==> config.mk <==
export PLATFORM = sky130hd
export DESIGN_NAME = async_serial_port
export DESIGN_NICKNAME = d
export VERILOG_FILES = /design/src/hdl/serial_port_pkg.sv /design/src/hdl/timer_clock_if.sv /design/src/hdl/async_serial_port.sv /design/src/hdl/timer_clock_source.sv
export SDC_FILE = /design/constraint.sdc
export NUM_CORES = 1
export LEC_CHECK = 0
export BUFFER_PORTS_ARGS = -buffer_cell sky130_fd_sc_hd__buf_2
export CORE_MARGIN = 4
export CORE_UTILIZATION = 35
export CTS_CLUSTER_DIAMETER = 80
export DETAILED_ROUTE_END_ITERATION = 8
export GPL_ROUTABILITY_DRIVEN = 0
export GPL_TIMING_DRIVEN = 0
export PLACE_DENSITY = 0.48
export REMOVE_ABC_BUFFERS = 1
export SLEW_MARGIN = 20
export SYNTH_ARGS = -nofsm -noshare
export SYNTH_HDL_FRONTEND = slang
export SYNTH_SLANG_ARGS = --single-unit
==> constraint.sdc <==
create_clock -name mclk -period 5.1 [get_ports mclk]
set_clock_uncertainty 0.1 [all_clocks]
set_input_delay 0.51 -clock mclk [delete_from_list [all_inputs] [get_ports mclk]]
set_output_delay 0.51 -clock mclk [all_outputs]
set_load 0.01 [all_outputs]
==> src/hdl/serial_port_pkg.sv <==
// Constants and types shared by the asynchronous serial port
// Behaviour
// Baud equals timer overflow rate halved
// Receiver keeps private reloading timer copy
// Start edge forces receive timer reload
// Timer clock chosen from six sources
// Writes go transmit, reads return receive
// Receive shifter separate from receive latch
// Done flags request interrupt, software clears
// Control bit 7 selects frame format
// 8-bit frame: start, eight data, stop
// 9-bit frame adds ninth bit from control
// Data write starts send; flag at stop
// Control bit 4 enables reception
// 8-bit load: flag clear, stop check
// Failed load leaves latch and flag alone
// 9-bit load: ninth bit stored, filter
// Bit 5 checks stop or filters addresses
// Receive flag set at stop sampling
// Control bit 6 reads one, ignores writes
// Master marks address bytes with ninth one
// Slave software toggles filter per message
// Idle high; falling start; mid-bit sampling
package serial_port_pkg;

    // Register locations on the special-function bus and their reset values
    localparam logic [7:0] CTRL_ADDR = 8'h98;
    localparam logic [7:0] DATA_ADDR = 8'h99;
    localparam logic [7:0] CTRL_RESET = 8'h40;
    localparam logic [7:0] DATA_RESET = 8'h00;

    // Control register field positions
    localparam int unsigned MODE_BIT = 7;
    localparam int unsigned FIXED_BIT = 6;
    localparam int unsigned MCE_BIT = 5;
    localparam int unsigned REN_BIT = 4;
    localparam int unsigned TB8_BIT = 3;
    localparam int unsigned RB8_BIT = 2;
    localparam int unsigned TI_BIT = 1;
    localparam int unsigned RI_BIT = 0;

    // Baud timer reloads after its top value (256 minus baud_reload_value counts per period)
    localparam logic [7:0] TIMER_TOP = 8'hFF;
    localparam logic [2:0] LAST_DATA_BIT = 3'h7;

    // Timer clock source select codes
    typedef enum logic [2:0] {
        SRC_SYSTEM_CLOCK = 3'h0,
        SRC_DIV4 = 3'h1,
        SRC_DIV12 = 3'h2,
        SRC_DIV48 = 3'h3,
        SRC_EXTOSC_DIV8 = 3'h4,
        SRC_EXT_PIN = 3'h5
    } clk_src_t;

    // Prescaler divisors
    localparam int unsigned DIV_A = 4;
    localparam int unsigned DIV_B = 12;
    localparam int unsigned DIV_C = 48;
    localparam int unsigned EXTOSC_DIV = 8;

    // Frame state, Gray from idle to stop along the nine-bit path
    typedef enum logic [2:0] {
        FR_IDLE = 3'b000,
        FR_START = 3'b001,
        FR_DATA = 3'b011,
        FR_NINTH = 3'b010,
        FR_STOP = 3'b110
    } frame_state_t;

endpackage

==> src/hdl/timer_clock_if.sv <==
// Interface carrying the baud timer clock select and its tick
`timescale 1ns/1ps
interface timer_clock_if;
    import serial_port_pkg::*;
    clk_src_t sel;
    logic tick;
    modport source (input sel, output tick);
    modport user (output sel, input tick);
endinterface

==> src/hdl/async_serial_port.sv <==
// Asynchronous serial port with control register and timer baud
`timescale 1ns/1ps
module async_serial_port (
    // Clock and reset
    input wire logic mclk,
    input wire logic rst_b,
    // Special-function register bus
    input wire logic [7:0] sfr_addr,
    input wire logic sfr_wr,
    input wire logic sfr_rd,
    input wire logic [7:0] sfr_wdata,
    output logic [7:0] sfr_rdata,
    // Baud timer setup
    input wire logic timer_run,
    input wire serial_port_pkg::clk_src_t timer_clk_sel,
    input wire logic [7:0] baud_reload_value,
    input wire logic ext_osc,
    input wire logic external_timer_input,
    // Interrupt
    input wire logic irq_enable,
    output logic irq,
    // Serial pins
    input wire logic serial_receive_pin,
    output logic serial_transmit_pin
);
    import serial_port_pkg::*;

    timer_clock_if tc ();

    // Control register fields
    logic frame_format_select_q, address_filter_check_q, receiver_enable_bit_q;
    logic ninth_tx_bit_q, ninth_rx_bit_q, transmit_done_flag_q, receive_done_flag_q;

    // Bus
    logic ctrl_wr, data_wr, irq_q;
    logic [7:0] ctrl_view, sfr_rdata_q;

    // Baud timers
    logic [7:0] baud_timer_low_byte_q, rx_timer_q;
    logic tx_half_q, rx_half_q, tx_ovf, rx_ovf, tx_bit_tick, rx_sample;

    // Transmit
    frame_state_t tx_state_q;
    logic [7:0] tx_hold_q, tx_shift_q;
    logic [2:0] tx_cnt_q;
    logic tx_pending_q, tx_line_q, tx_take, tx_done_set;

    // Receive
    frame_state_t rx_state_q;
    logic [2:0] rx_sync_q, rx_cnt_q;
    logic [7:0] rx_shift_q, rx_latch_q;
    logic rx_ninth_q, rx_line, start_detect, rx_accept, rx_done_set;

    // Timer clock source
    assign tc.sel = timer_clk_sel;
    timer_clock_source #(.PRE_W(6)) u_clk_src (
        .mclk(mclk),
        .rst_b(rst_b),
        .ext_osc(ext_osc),
        .external_timer_input(external_timer_input),
        .tc(tc)
    );

    // Bus decode
    assign ctrl_wr = sfr_wr && (sfr_addr == CTRL_ADDR);
    assign data_wr = sfr_wr && (sfr_addr == DATA_ADDR);

    // Control view; bit 6 fixed at one
    assign ctrl_view = {frame_format_select_q, 1'b1, address_filter_check_q,
                        receiver_enable_bit_q, ninth_tx_bit_q, ninth_rx_bit_q,
                        transmit_done_flag_q, receive_done_flag_q};

    // Read data register; transmit data never visible
    always_ff @(posedge mclk or negedge rst_b)
    begin
        if (!rst_b)
            sfr_rdata_q <= 8'h00;
        else if (sfr_rd)
            sfr_rdata_q <= (sfr_addr == CTRL_ADDR) ? ctrl_view :
                           (sfr_addr == DATA_ADDR) ? rx_latch_q : 8'h00;
    end
    assign sfr_rdata = sfr_rdata_q;

    // Software-owned control bits; bit 6 write ignored
    always_ff @(posedge mclk or negedge rst_b)
    begin
        if (!rst_b)
        begin
            frame_format_select_q <= CTRL_RESET[MODE_BIT];
            address_filter_check_q <= CTRL_RESET[MCE_BIT];
            receiver_enable_bit_q <= CTRL_RESET[REN_BIT];
            ninth_tx_bit_q <= CTRL_RESET[TB8_BIT];
        end
        else if (ctrl_wr)
        begin
            frame_format_select_q <= sfr_wdata[MODE_BIT];
            address_filter_check_q <= sfr_wdata[MCE_BIT];
            receiver_enable_bit_q <= sfr_wdata[REN_BIT];
            ninth_tx_bit_q <= sfr_wdata[TB8_BIT];
        end
    end

    // Transmit-done flag: hardware set beats software clear
    always_ff @(posedge mclk or negedge rst_b)
    begin
        if (!rst_b)
            transmit_done_flag_q <= CTRL_RESET[TI_BIT];
        else if (tx_done_set)
            transmit_done_flag_q <= 1'b1;
        else if (ctrl_wr)
            transmit_done_flag_q <= sfr_wdata[TI_BIT];
    end

    // Receive-done flag: hardware set beats software clear
    always_ff @(posedge mclk or negedge rst_b)
    begin
        if (!rst_b)
            receive_done_flag_q <= CTRL_RESET[RI_BIT];
        else if (rx_done_set)
            receive_done_flag_q <= 1'b1;
        else if (ctrl_wr)
            receive_done_flag_q <= sfr_wdata[RI_BIT];
    end

    // Interrupt request while either flag stands
    always_ff @(posedge mclk or negedge rst_b)
    begin
        if (!rst_b)
            irq_q <= 1'b0;
        else
            irq_q <= irq_enable && (transmit_done_flag_q || receive_done_flag_q);
    end
    assign irq = irq_q;

    // Overflow strobes of both timers
    assign tx_ovf = timer_run && tc.tick && (baud_timer_low_byte_q == TIMER_TOP);
    assign rx_ovf = timer_run && tc.tick && (rx_timer_q == TIMER_TOP);
    assign tx_bit_tick = tx_ovf && tx_half_q; // Every second overflow

    // Transmit timer with auto-reload, overflow halved
    always_ff @(posedge mclk or negedge rst_b)
    begin
        if (!rst_b)
        begin
            baud_timer_low_byte_q <= 8'h00;
            tx_half_q <= 1'b0;
        end
        else if (timer_run && tc.tick)
        begin
            if (tx_ovf)
            begin
                baud_timer_low_byte_q <= baud_reload_value;
                tx_half_q <= !tx_half_q;
            end
            else
                baud_timer_low_byte_q <= baud_timer_low_byte_q + 8'h01;
        end
    end

    // Private receive timer, forced reload on start edge
    always_ff @(posedge mclk or negedge rst_b)
    begin
        if (!rst_b)
        begin
            rx_timer_q <= 8'h00;
            rx_half_q <= 1'b0;
        end
        else if (start_detect)
        begin
            rx_timer_q <= baud_reload_value;
            rx_half_q <= 1'b0;
        end
        else if (timer_run && tc.tick)
        begin
            if (rx_ovf)
            begin
                rx_timer_q <= baud_reload_value;
                rx_half_q <= !rx_half_q;
            end
            else
                rx_timer_q <= rx_timer_q + 8'h01;
        end
    end

    // First overflow after reload lands mid start bit
    assign rx_sample = rx_ovf && !rx_half_q;

    // Pending send: new write wins over consumption
    assign tx_take = tx_bit_tick && tx_pending_q &&
                     ((tx_state_q == FR_IDLE) || (tx_state_q == FR_STOP));

    always_ff @(posedge mclk or negedge rst_b)
    begin
        if (!rst_b)
        begin
            tx_pending_q <= 1'b0;
            tx_hold_q <= DATA_RESET;
        end
        else if (data_wr)
        begin
            tx_pending_q <= 1'b1;
            tx_hold_q <= sfr_wdata;
        end
        else if (tx_take)
            tx_pending_q <= 1'b0;
    end

    // Transmit end of data: stop time begins
    assign tx_done_set = tx_bit_tick &&
                         (((tx_state_q == FR_DATA) && (tx_cnt_q == LAST_DATA_BIT) &&
                           !frame_format_select_q) || (tx_state_q == FR_NINTH));

    // Transmit frame sequencer, line idles high
    always_ff @(posedge mclk or negedge rst_b)
    begin
        if (!rst_b)
        begin
            tx_state_q <= FR_IDLE;
            tx_shift_q <= 8'h00;
            tx_cnt_q <= 3'h0;
            tx_line_q <= 1'b1;
        end
        else if (tx_take)
        begin
            tx_state_q <= FR_START;
            tx_shift_q <= tx_hold_q;
            tx_line_q <= 1'b0;
        end
        else if (tx_bit_tick)
        begin
            case (tx_state_q)
                FR_START:
                begin
                    tx_line_q <= tx_shift_q[0]; // Least significant first
                    tx_shift_q <= {1'b0, tx_shift_q[7:1]};
                    tx_cnt_q <= 3'h0;
                    tx_state_q <= FR_DATA;
                end
                FR_DATA:
                begin
                    if (tx_cnt_q != LAST_DATA_BIT)
                    begin
                        tx_line_q <= tx_shift_q[0];
                        tx_shift_q <= {1'b0, tx_shift_q[7:1]};
                        tx_cnt_q <= tx_cnt_q + 3'h1;
                    end
                    else if (frame_format_select_q)
                    begin
                        tx_line_q <= ninth_tx_bit_q;
                        tx_state_q <= FR_NINTH;
                    end
                    else
                    begin
                        tx_line_q <= 1'b1;
                        tx_state_q <= FR_STOP;
                    end
                end
                FR_NINTH:
                begin
                    tx_line_q <= 1'b1;
                    tx_state_q <= FR_STOP;
                end
                default:
                begin
                    tx_line_q <= 1'b1;
                    tx_state_q <= FR_IDLE;
                end
            endcase
        end
    end
    assign serial_transmit_pin = tx_line_q;

    // Receive pin synchroniser plus edge history
    always_ff @(posedge mclk or negedge rst_b)
    begin
        if (!rst_b)
            rx_sync_q <= 3'h7;
        else
            rx_sync_q <= {rx_sync_q[1:0], serial_receive_pin};
    end

    assign rx_line = rx_sync_q[1];

    // Falling edge while idle and enabled
    assign start_detect = (rx_state_q == FR_IDLE) && receiver_enable_bit_q &&
                          rx_sync_q[2] && !rx_line;

    // Acceptance: flag clear plus stop or address check
    assign rx_accept = !receive_done_flag_q &&
                       (!address_filter_check_q ||
                        (frame_format_select_q ? rx_ninth_q : rx_line));
    assign rx_done_set = rx_sample && (rx_state_q == FR_STOP) && rx_accept;

    // Receive frame sequencer with separate shifter
    always_ff @(posedge mclk or negedge rst_b)
    begin
        if (!rst_b)
        begin
            rx_state_q <= FR_IDLE;
            rx_shift_q <= 8'h00;
            rx_cnt_q <= 3'h0;
            rx_ninth_q <= 1'b0;
        end
        else if (start_detect)
            rx_state_q <= FR_START;
        else if (rx_sample)
        begin
            case (rx_state_q)
                FR_START:
                begin
                    rx_cnt_q <= 3'h0;
                    rx_state_q <= rx_line ? FR_IDLE : FR_DATA; // False start
                end
                FR_DATA:
                begin
                    rx_shift_q <= {rx_line, rx_shift_q[7:1]};
                    rx_cnt_q <= rx_cnt_q + 3'h1;
                    if (rx_cnt_q == LAST_DATA_BIT)
                        rx_state_q <= frame_format_select_q ? FR_NINTH : FR_STOP;
                end
                FR_NINTH:
                begin
                    rx_ninth_q <= rx_line;
                    rx_state_q <= FR_STOP;
                end
                default:
                    rx_state_q <= FR_IDLE;
            endcase
        end
    end

    // Latch and ninth/stop bit load only on accept
    always_ff @(posedge mclk or negedge rst_b)
    begin
        if (!rst_b)
        begin
            rx_latch_q <= DATA_RESET;
            ninth_rx_bit_q <= CTRL_RESET[RB8_BIT];
        end
        else if (rx_done_set)
        begin
            rx_latch_q <= rx_shift_q;
            ninth_rx_bit_q <= frame_format_select_q ? rx_ninth_q : rx_line;
        end
        else if (ctrl_wr)
            ninth_rx_bit_q <= sfr_wdata[RB8_BIT];
    end

endmodule // async_serial_port

==> src/hdl/timer_clock_source.sv <==
// Timer clock prescaler and external source selection
`timescale 1ns/1ps
module timer_clock_source #(
    parameter int unsigned PRE_W = 6
) (
    // Clock and reset
    input wire logic mclk,
    input wire logic rst_b,
    // External clock pins
    input wire logic ext_osc,
    input wire logic external_timer_input,
    // Select and tick
    timer_clock_if.source tc
);
    import serial_port_pkg::*;

    // Prescaler must reach the largest divisor
    if ((2 ** PRE_W) < DIV_C)
    begin : g_check
        $error("timer_clock_source: PRE_W too small");
    end

    localparam logic [PRE_W-1:0] PRE_LAST = PRE_W'(DIV_C - 1);

    logic [PRE_W-1:0] pre_q;
    logic [2:0] osc_sync_q, pin_sync_q, osc_cnt_q;
    logic osc_rise, pin_fall;

    // Tick when count ends a period of the given divisor
    function automatic logic div_end(input logic [PRE_W-1:0] cnt, input int unsigned div);
        div_end = ((32'(cnt) % div) == (div - 1));
    endfunction

    // Free-running prescaler common to the divided sources
    always_ff @(posedge mclk or negedge rst_b)
    begin
        if (!rst_b)
            pre_q <= '0;
        else if (pre_q == PRE_LAST)
            pre_q <= '0;
        else
            pre_q <= pre_q + 1'b1;
    end

    // Two-stage synchronisers plus history stage for edges
    always_ff @(posedge mclk or negedge rst_b)
    begin
        if (!rst_b)
        begin
            osc_sync_q <= 3'h0;
            pin_sync_q <= 3'h0;
        end
        else
        begin
            osc_sync_q <= {osc_sync_q[1:0], ext_osc};
            pin_sync_q <= {pin_sync_q[1:0], external_timer_input};
        end
    end

    assign osc_rise = osc_sync_q[1] && !osc_sync_q[2];
    assign pin_fall = !pin_sync_q[1] && pin_sync_q[2];

    // External oscillator divided by eight
    always_ff @(posedge mclk or negedge rst_b)
    begin
        if (!rst_b)
            osc_cnt_q <= 3'h0;
        else if (osc_rise)
            osc_cnt_q <= osc_cnt_q + 3'h1;
    end

    // Select one of six timer clock sources
    always_comb
    begin
        case (tc.sel)
            SRC_SYSTEM_CLOCK: tc.tick = 1'b1;
            SRC_DIV4: tc.tick = div_end(pre_q, DIV_A);
            SRC_DIV12: tc.tick = div_end(pre_q, DIV_B);
            SRC_DIV48: tc.tick = div_end(pre_q, DIV_C);
            SRC_EXTOSC_DIV8: tc.tick = osc_rise && (osc_cnt_q == 3'(EXTOSC_DIV - 1));
            SRC_EXT_PIN: tc.tick = pin_fall;
            default: tc.tick = 1'b0;
        endcase
    end

endmodule // timer_clock_source

==> out/qor.csv <==
stage,metric,value,unit
finish,synthesis-to-finish area growth,14.7,%
timing,Fin Hold WS,163,ps
grt,gr ovfl total,0,
power,internal power,1.36,mW
hold_path,HP Start,serial_receive_pin,
timing,achievable clock frequency,0.291,GHz
setup_path,CP arrival,3560,ps
grt,largest net degree at the start of global routing,66,
route,ANT nets after route,0,
logic_synthesis,cells after synthesis,435,
floorplanning,num ports,46,
grt,first-pass GRT wire length,16.9,mm
cts,htree depth,3,
route,DRC viols,0,
power,Pwr Density,347,mW/mm^2
logic_synthesis,Syn Area/Cell,10.9,sq um
finish,most frequent cells in the layout,"95 x dfrtp_1, 44 x buf_2, 38 x nand2_1",
cts,setup bufs post-CTS,0,
timing,final setup fails,0,
floorplanning,Die Ht,124,um
cts,Root Buffer Master,clkbuf_16,
cts,Worst-path clk slew,70,ps
setup_path,CP Max Fanout,14,
logic_synthesis,Post-synth EDFFs,0,
timing,RSZ-0062 raised after global routing,false,
timing,final worst path period share,0.674,
power,Final Power,1.88,mW
floorplanning,Die Area,0.0154,sq mm
power,Pleak,2.52,nW
finish,multi-input logic area,0.00209,sq mm
timing,relative slew slack,0.379,
floorplanning,Core Region,0.0132,sq mm
route,final wirelength,10.1,mm
logic_synthesis,Yosys cell types,56,
route,DRT Pass-1 Iters,4,
cts,Max Buffers Root-to-Sink,2,
grt,vias in the first global route,3395,
setup_path,Critical Path Start,u_clk_src.pre_q[5]$_DFF_PN0_,
route,Avg Vias per Cell,5.23,
place,DPL Wire Length,7.07,mm
place,Post-DP Area,0.00513,sq mm
finish,final core occ,0.409,
setup_path,CP endpoint kind,flop,
finish,fin area,0.00542,sq mm
route,mean routed wirelength per cell,15.5,um
finish,n_diodes,0,
grt,total track usage,0.141,
finish,nets,519,
setup_path,Worst setup SP type,flop,
setup_path,worst r2r src,u_clk_src.pre_q[5]$_DFF_PN0_,
setup_path,Worst Path Required,5230,ps
cts,CTS buffer count,9,
power,P_sw,525,uW
route,DRT iter0 DRCs,190,
place,IO Port Bufs,45,
logic_synthesis,synthesized flop and latch total,99,
timing,slew of the pin with the lowest slew margin,925,ps
route,routed vias,3412,
floorplanning,FP Rows,42,
flow_run,MaxCap Viol Count,0,
floorplanning,starting density of the core,0.356,
timing,Final Hold Viols,0,
finish,register area,0.00248,sq mm
hold_path,Hold Crit Class,input pin to flop,
floorplanning,Die W,124,um
power,Sw Share,0.279,
finish,layout cells sized above 1,0.221,
logic_synthesis,fraction of registers with async set/reset,1.00,
logic_synthesis,Main synth FF type,dfrtp_1,
power,Seq pwr share,0.517,
cts,Clock Latency Late Sink,340,ps
power,Max VDD drop,171,uV
timing,Max Slew Vio Count,0,
logic_synthesis,sequential-to-total area share from yosys stat,0.526,
cts,CTS tree,yes,
cts,clk sinks,99,
logic_synthesis,synth warn,0,
logic_synthesis,"Cell Area, Synth",0.00472,sq mm
run_status,run status,completed,
setup_path,crit path kind,flop to flop,
timing,TNS Setup,0,ps
power,combinational cell fraction of total power,0.148,
finish,"most common cell after layout, fill and taps aside",dfrtp_1,
grt,initial antenna violation count,0,
power,clock share of power,0.336,
finish,fill count,1306,
timing,Tmin final,3440,ps
-- layout make-up --
class / instances / area share
Inverter: 16 / 0.0111
Clock buffer: 12 / 0.0455
Multi-Input combinational cell: 297 / 0.387
Sequential cell: 99 / 0.458
Tap cell: 176 / 0.0407
Clock inverter: 4 / 0.00531
Timing Repair Buffer: 48 / 0.0524
-- logic make-up after synthesis --
group,synth area share
fa+ha+maj,0.0318
flops,0.526
buf+inv,0.0321
xor+xnor,0.00928
compound gates,0.151
simple gates,0.145
mux,0.105
-- worst paths after layout --
kind,end,slack (ps),cells after the start
min in group asynchronous,baud_timer_low_byte_q[5]$_DFFE_PN0P_,530,2
min reg2reg,u_clk_src.osc_sync_q[1]$_DFF_PN0_,250,0
max in group asynchronous,serial_transmit_pin$_DFFE_PN1P_,3710,3
max,rx_latch_q[2]$_DFFE_PN0P_,1660,7
max reg2reg,rx_latch_q[2]$_DFFE_PN0P_,1660,7
min,rx_sync_q[0]$_DFF_PN1_,160,1
-- layer usage --
metal	vias up	GRT usage	wire length, um
met1	1688	0.185	4790
met3	9	0.0445	323
met4	0	0.0370	106
li1	1678	-	-
met5	-	0	0
met2	37	0.228	4910
-- state kept, by name, summed over array words and instances, names as in the netlist, 3 cells and up --
register	flops
rx_state_q	3
u_clk_src.osc_cnt_q	3
u_clk_src.pin_sync_q	3
baud_timer_low_byte_q	8
tx_state_q	3
rx_sync_q	3
sfr_rdata	8
u_clk_src.osc_sync_q	3
rx_cnt_q	3
tx_cnt_q	3
tx_shift_q	8
rx_timer_q	8
tx_hold_q	8
rx_shift_q	8
rx_latch_q	8
u_clk_src.pre_q	6
-- synth_stat cells (4+ instances only) --
cell	number	area share
inv_1	16	0.013
nand4_1	11	0.015
dfrtp_1	95	0.50
nor3b_1	4	0.0064
nor2_1	18	0.014
o211ai_1	5	0.0080
o22ai_1	9	0.012
o21ai_0	19	0.020
nor3_1	6	0.0064
a2bb2oi_1	7	0.013
a21oi_1	23	0.024
mux2i_1	10	0.021
nor2b_1	6	0.0080
mux2_2	31	0.074
and3_1	6	0.0080
nand3_1	17	0.018
ha_1	12	0.032
dfstp_2	4	0.022
and2_1	4	0.0053
mux2_1	4	0.0095
a31oi_1	9	0.012
nand2_1	38	0.030
a22oi_1	7	0.011
a41oi_1	4	0.0074
clkbuf_1	20	0.016
-- stage by stage --
| stage | worst slack [ps] | std cells |
|---|---|---|
| after floorplan | 1480 | 412 |
| after global placement | 688 | 633 |
| after detailed placement | 1640 | 635 |
| after CTS | 1620 | 652 |
| after global routing | 1430 | 652 |
| final | 1660 | 652 |
-- what timing repair did --
action                    4_1_cts  5_1_grt
hold buffers                    1        0
hold endpoints to repair       31        0
gates resized for setup         0        0
-- worst max-delay path, cell delays in order, from the launching register on --
cell,delay (ps)
dfrtp_1,500
ha_1,370
or4b_1,500
o21ai_1,90
a31oi_1,160
o22a_1,480
nor4_4,720
mux2_2,410
-- power groups by stage --
stage	clock network [mW]	registers, mW	logic (mW)
finish	0.631	0.972	0.278
global route	0.689	0.986	0.329
CTS	0.663	0.971	0.282
detailed placement	0	0.983	0.281
global placement	0	0.982	0.265
floorplan	0	0.960	0.198
Power figures use the tool's default switching activity.
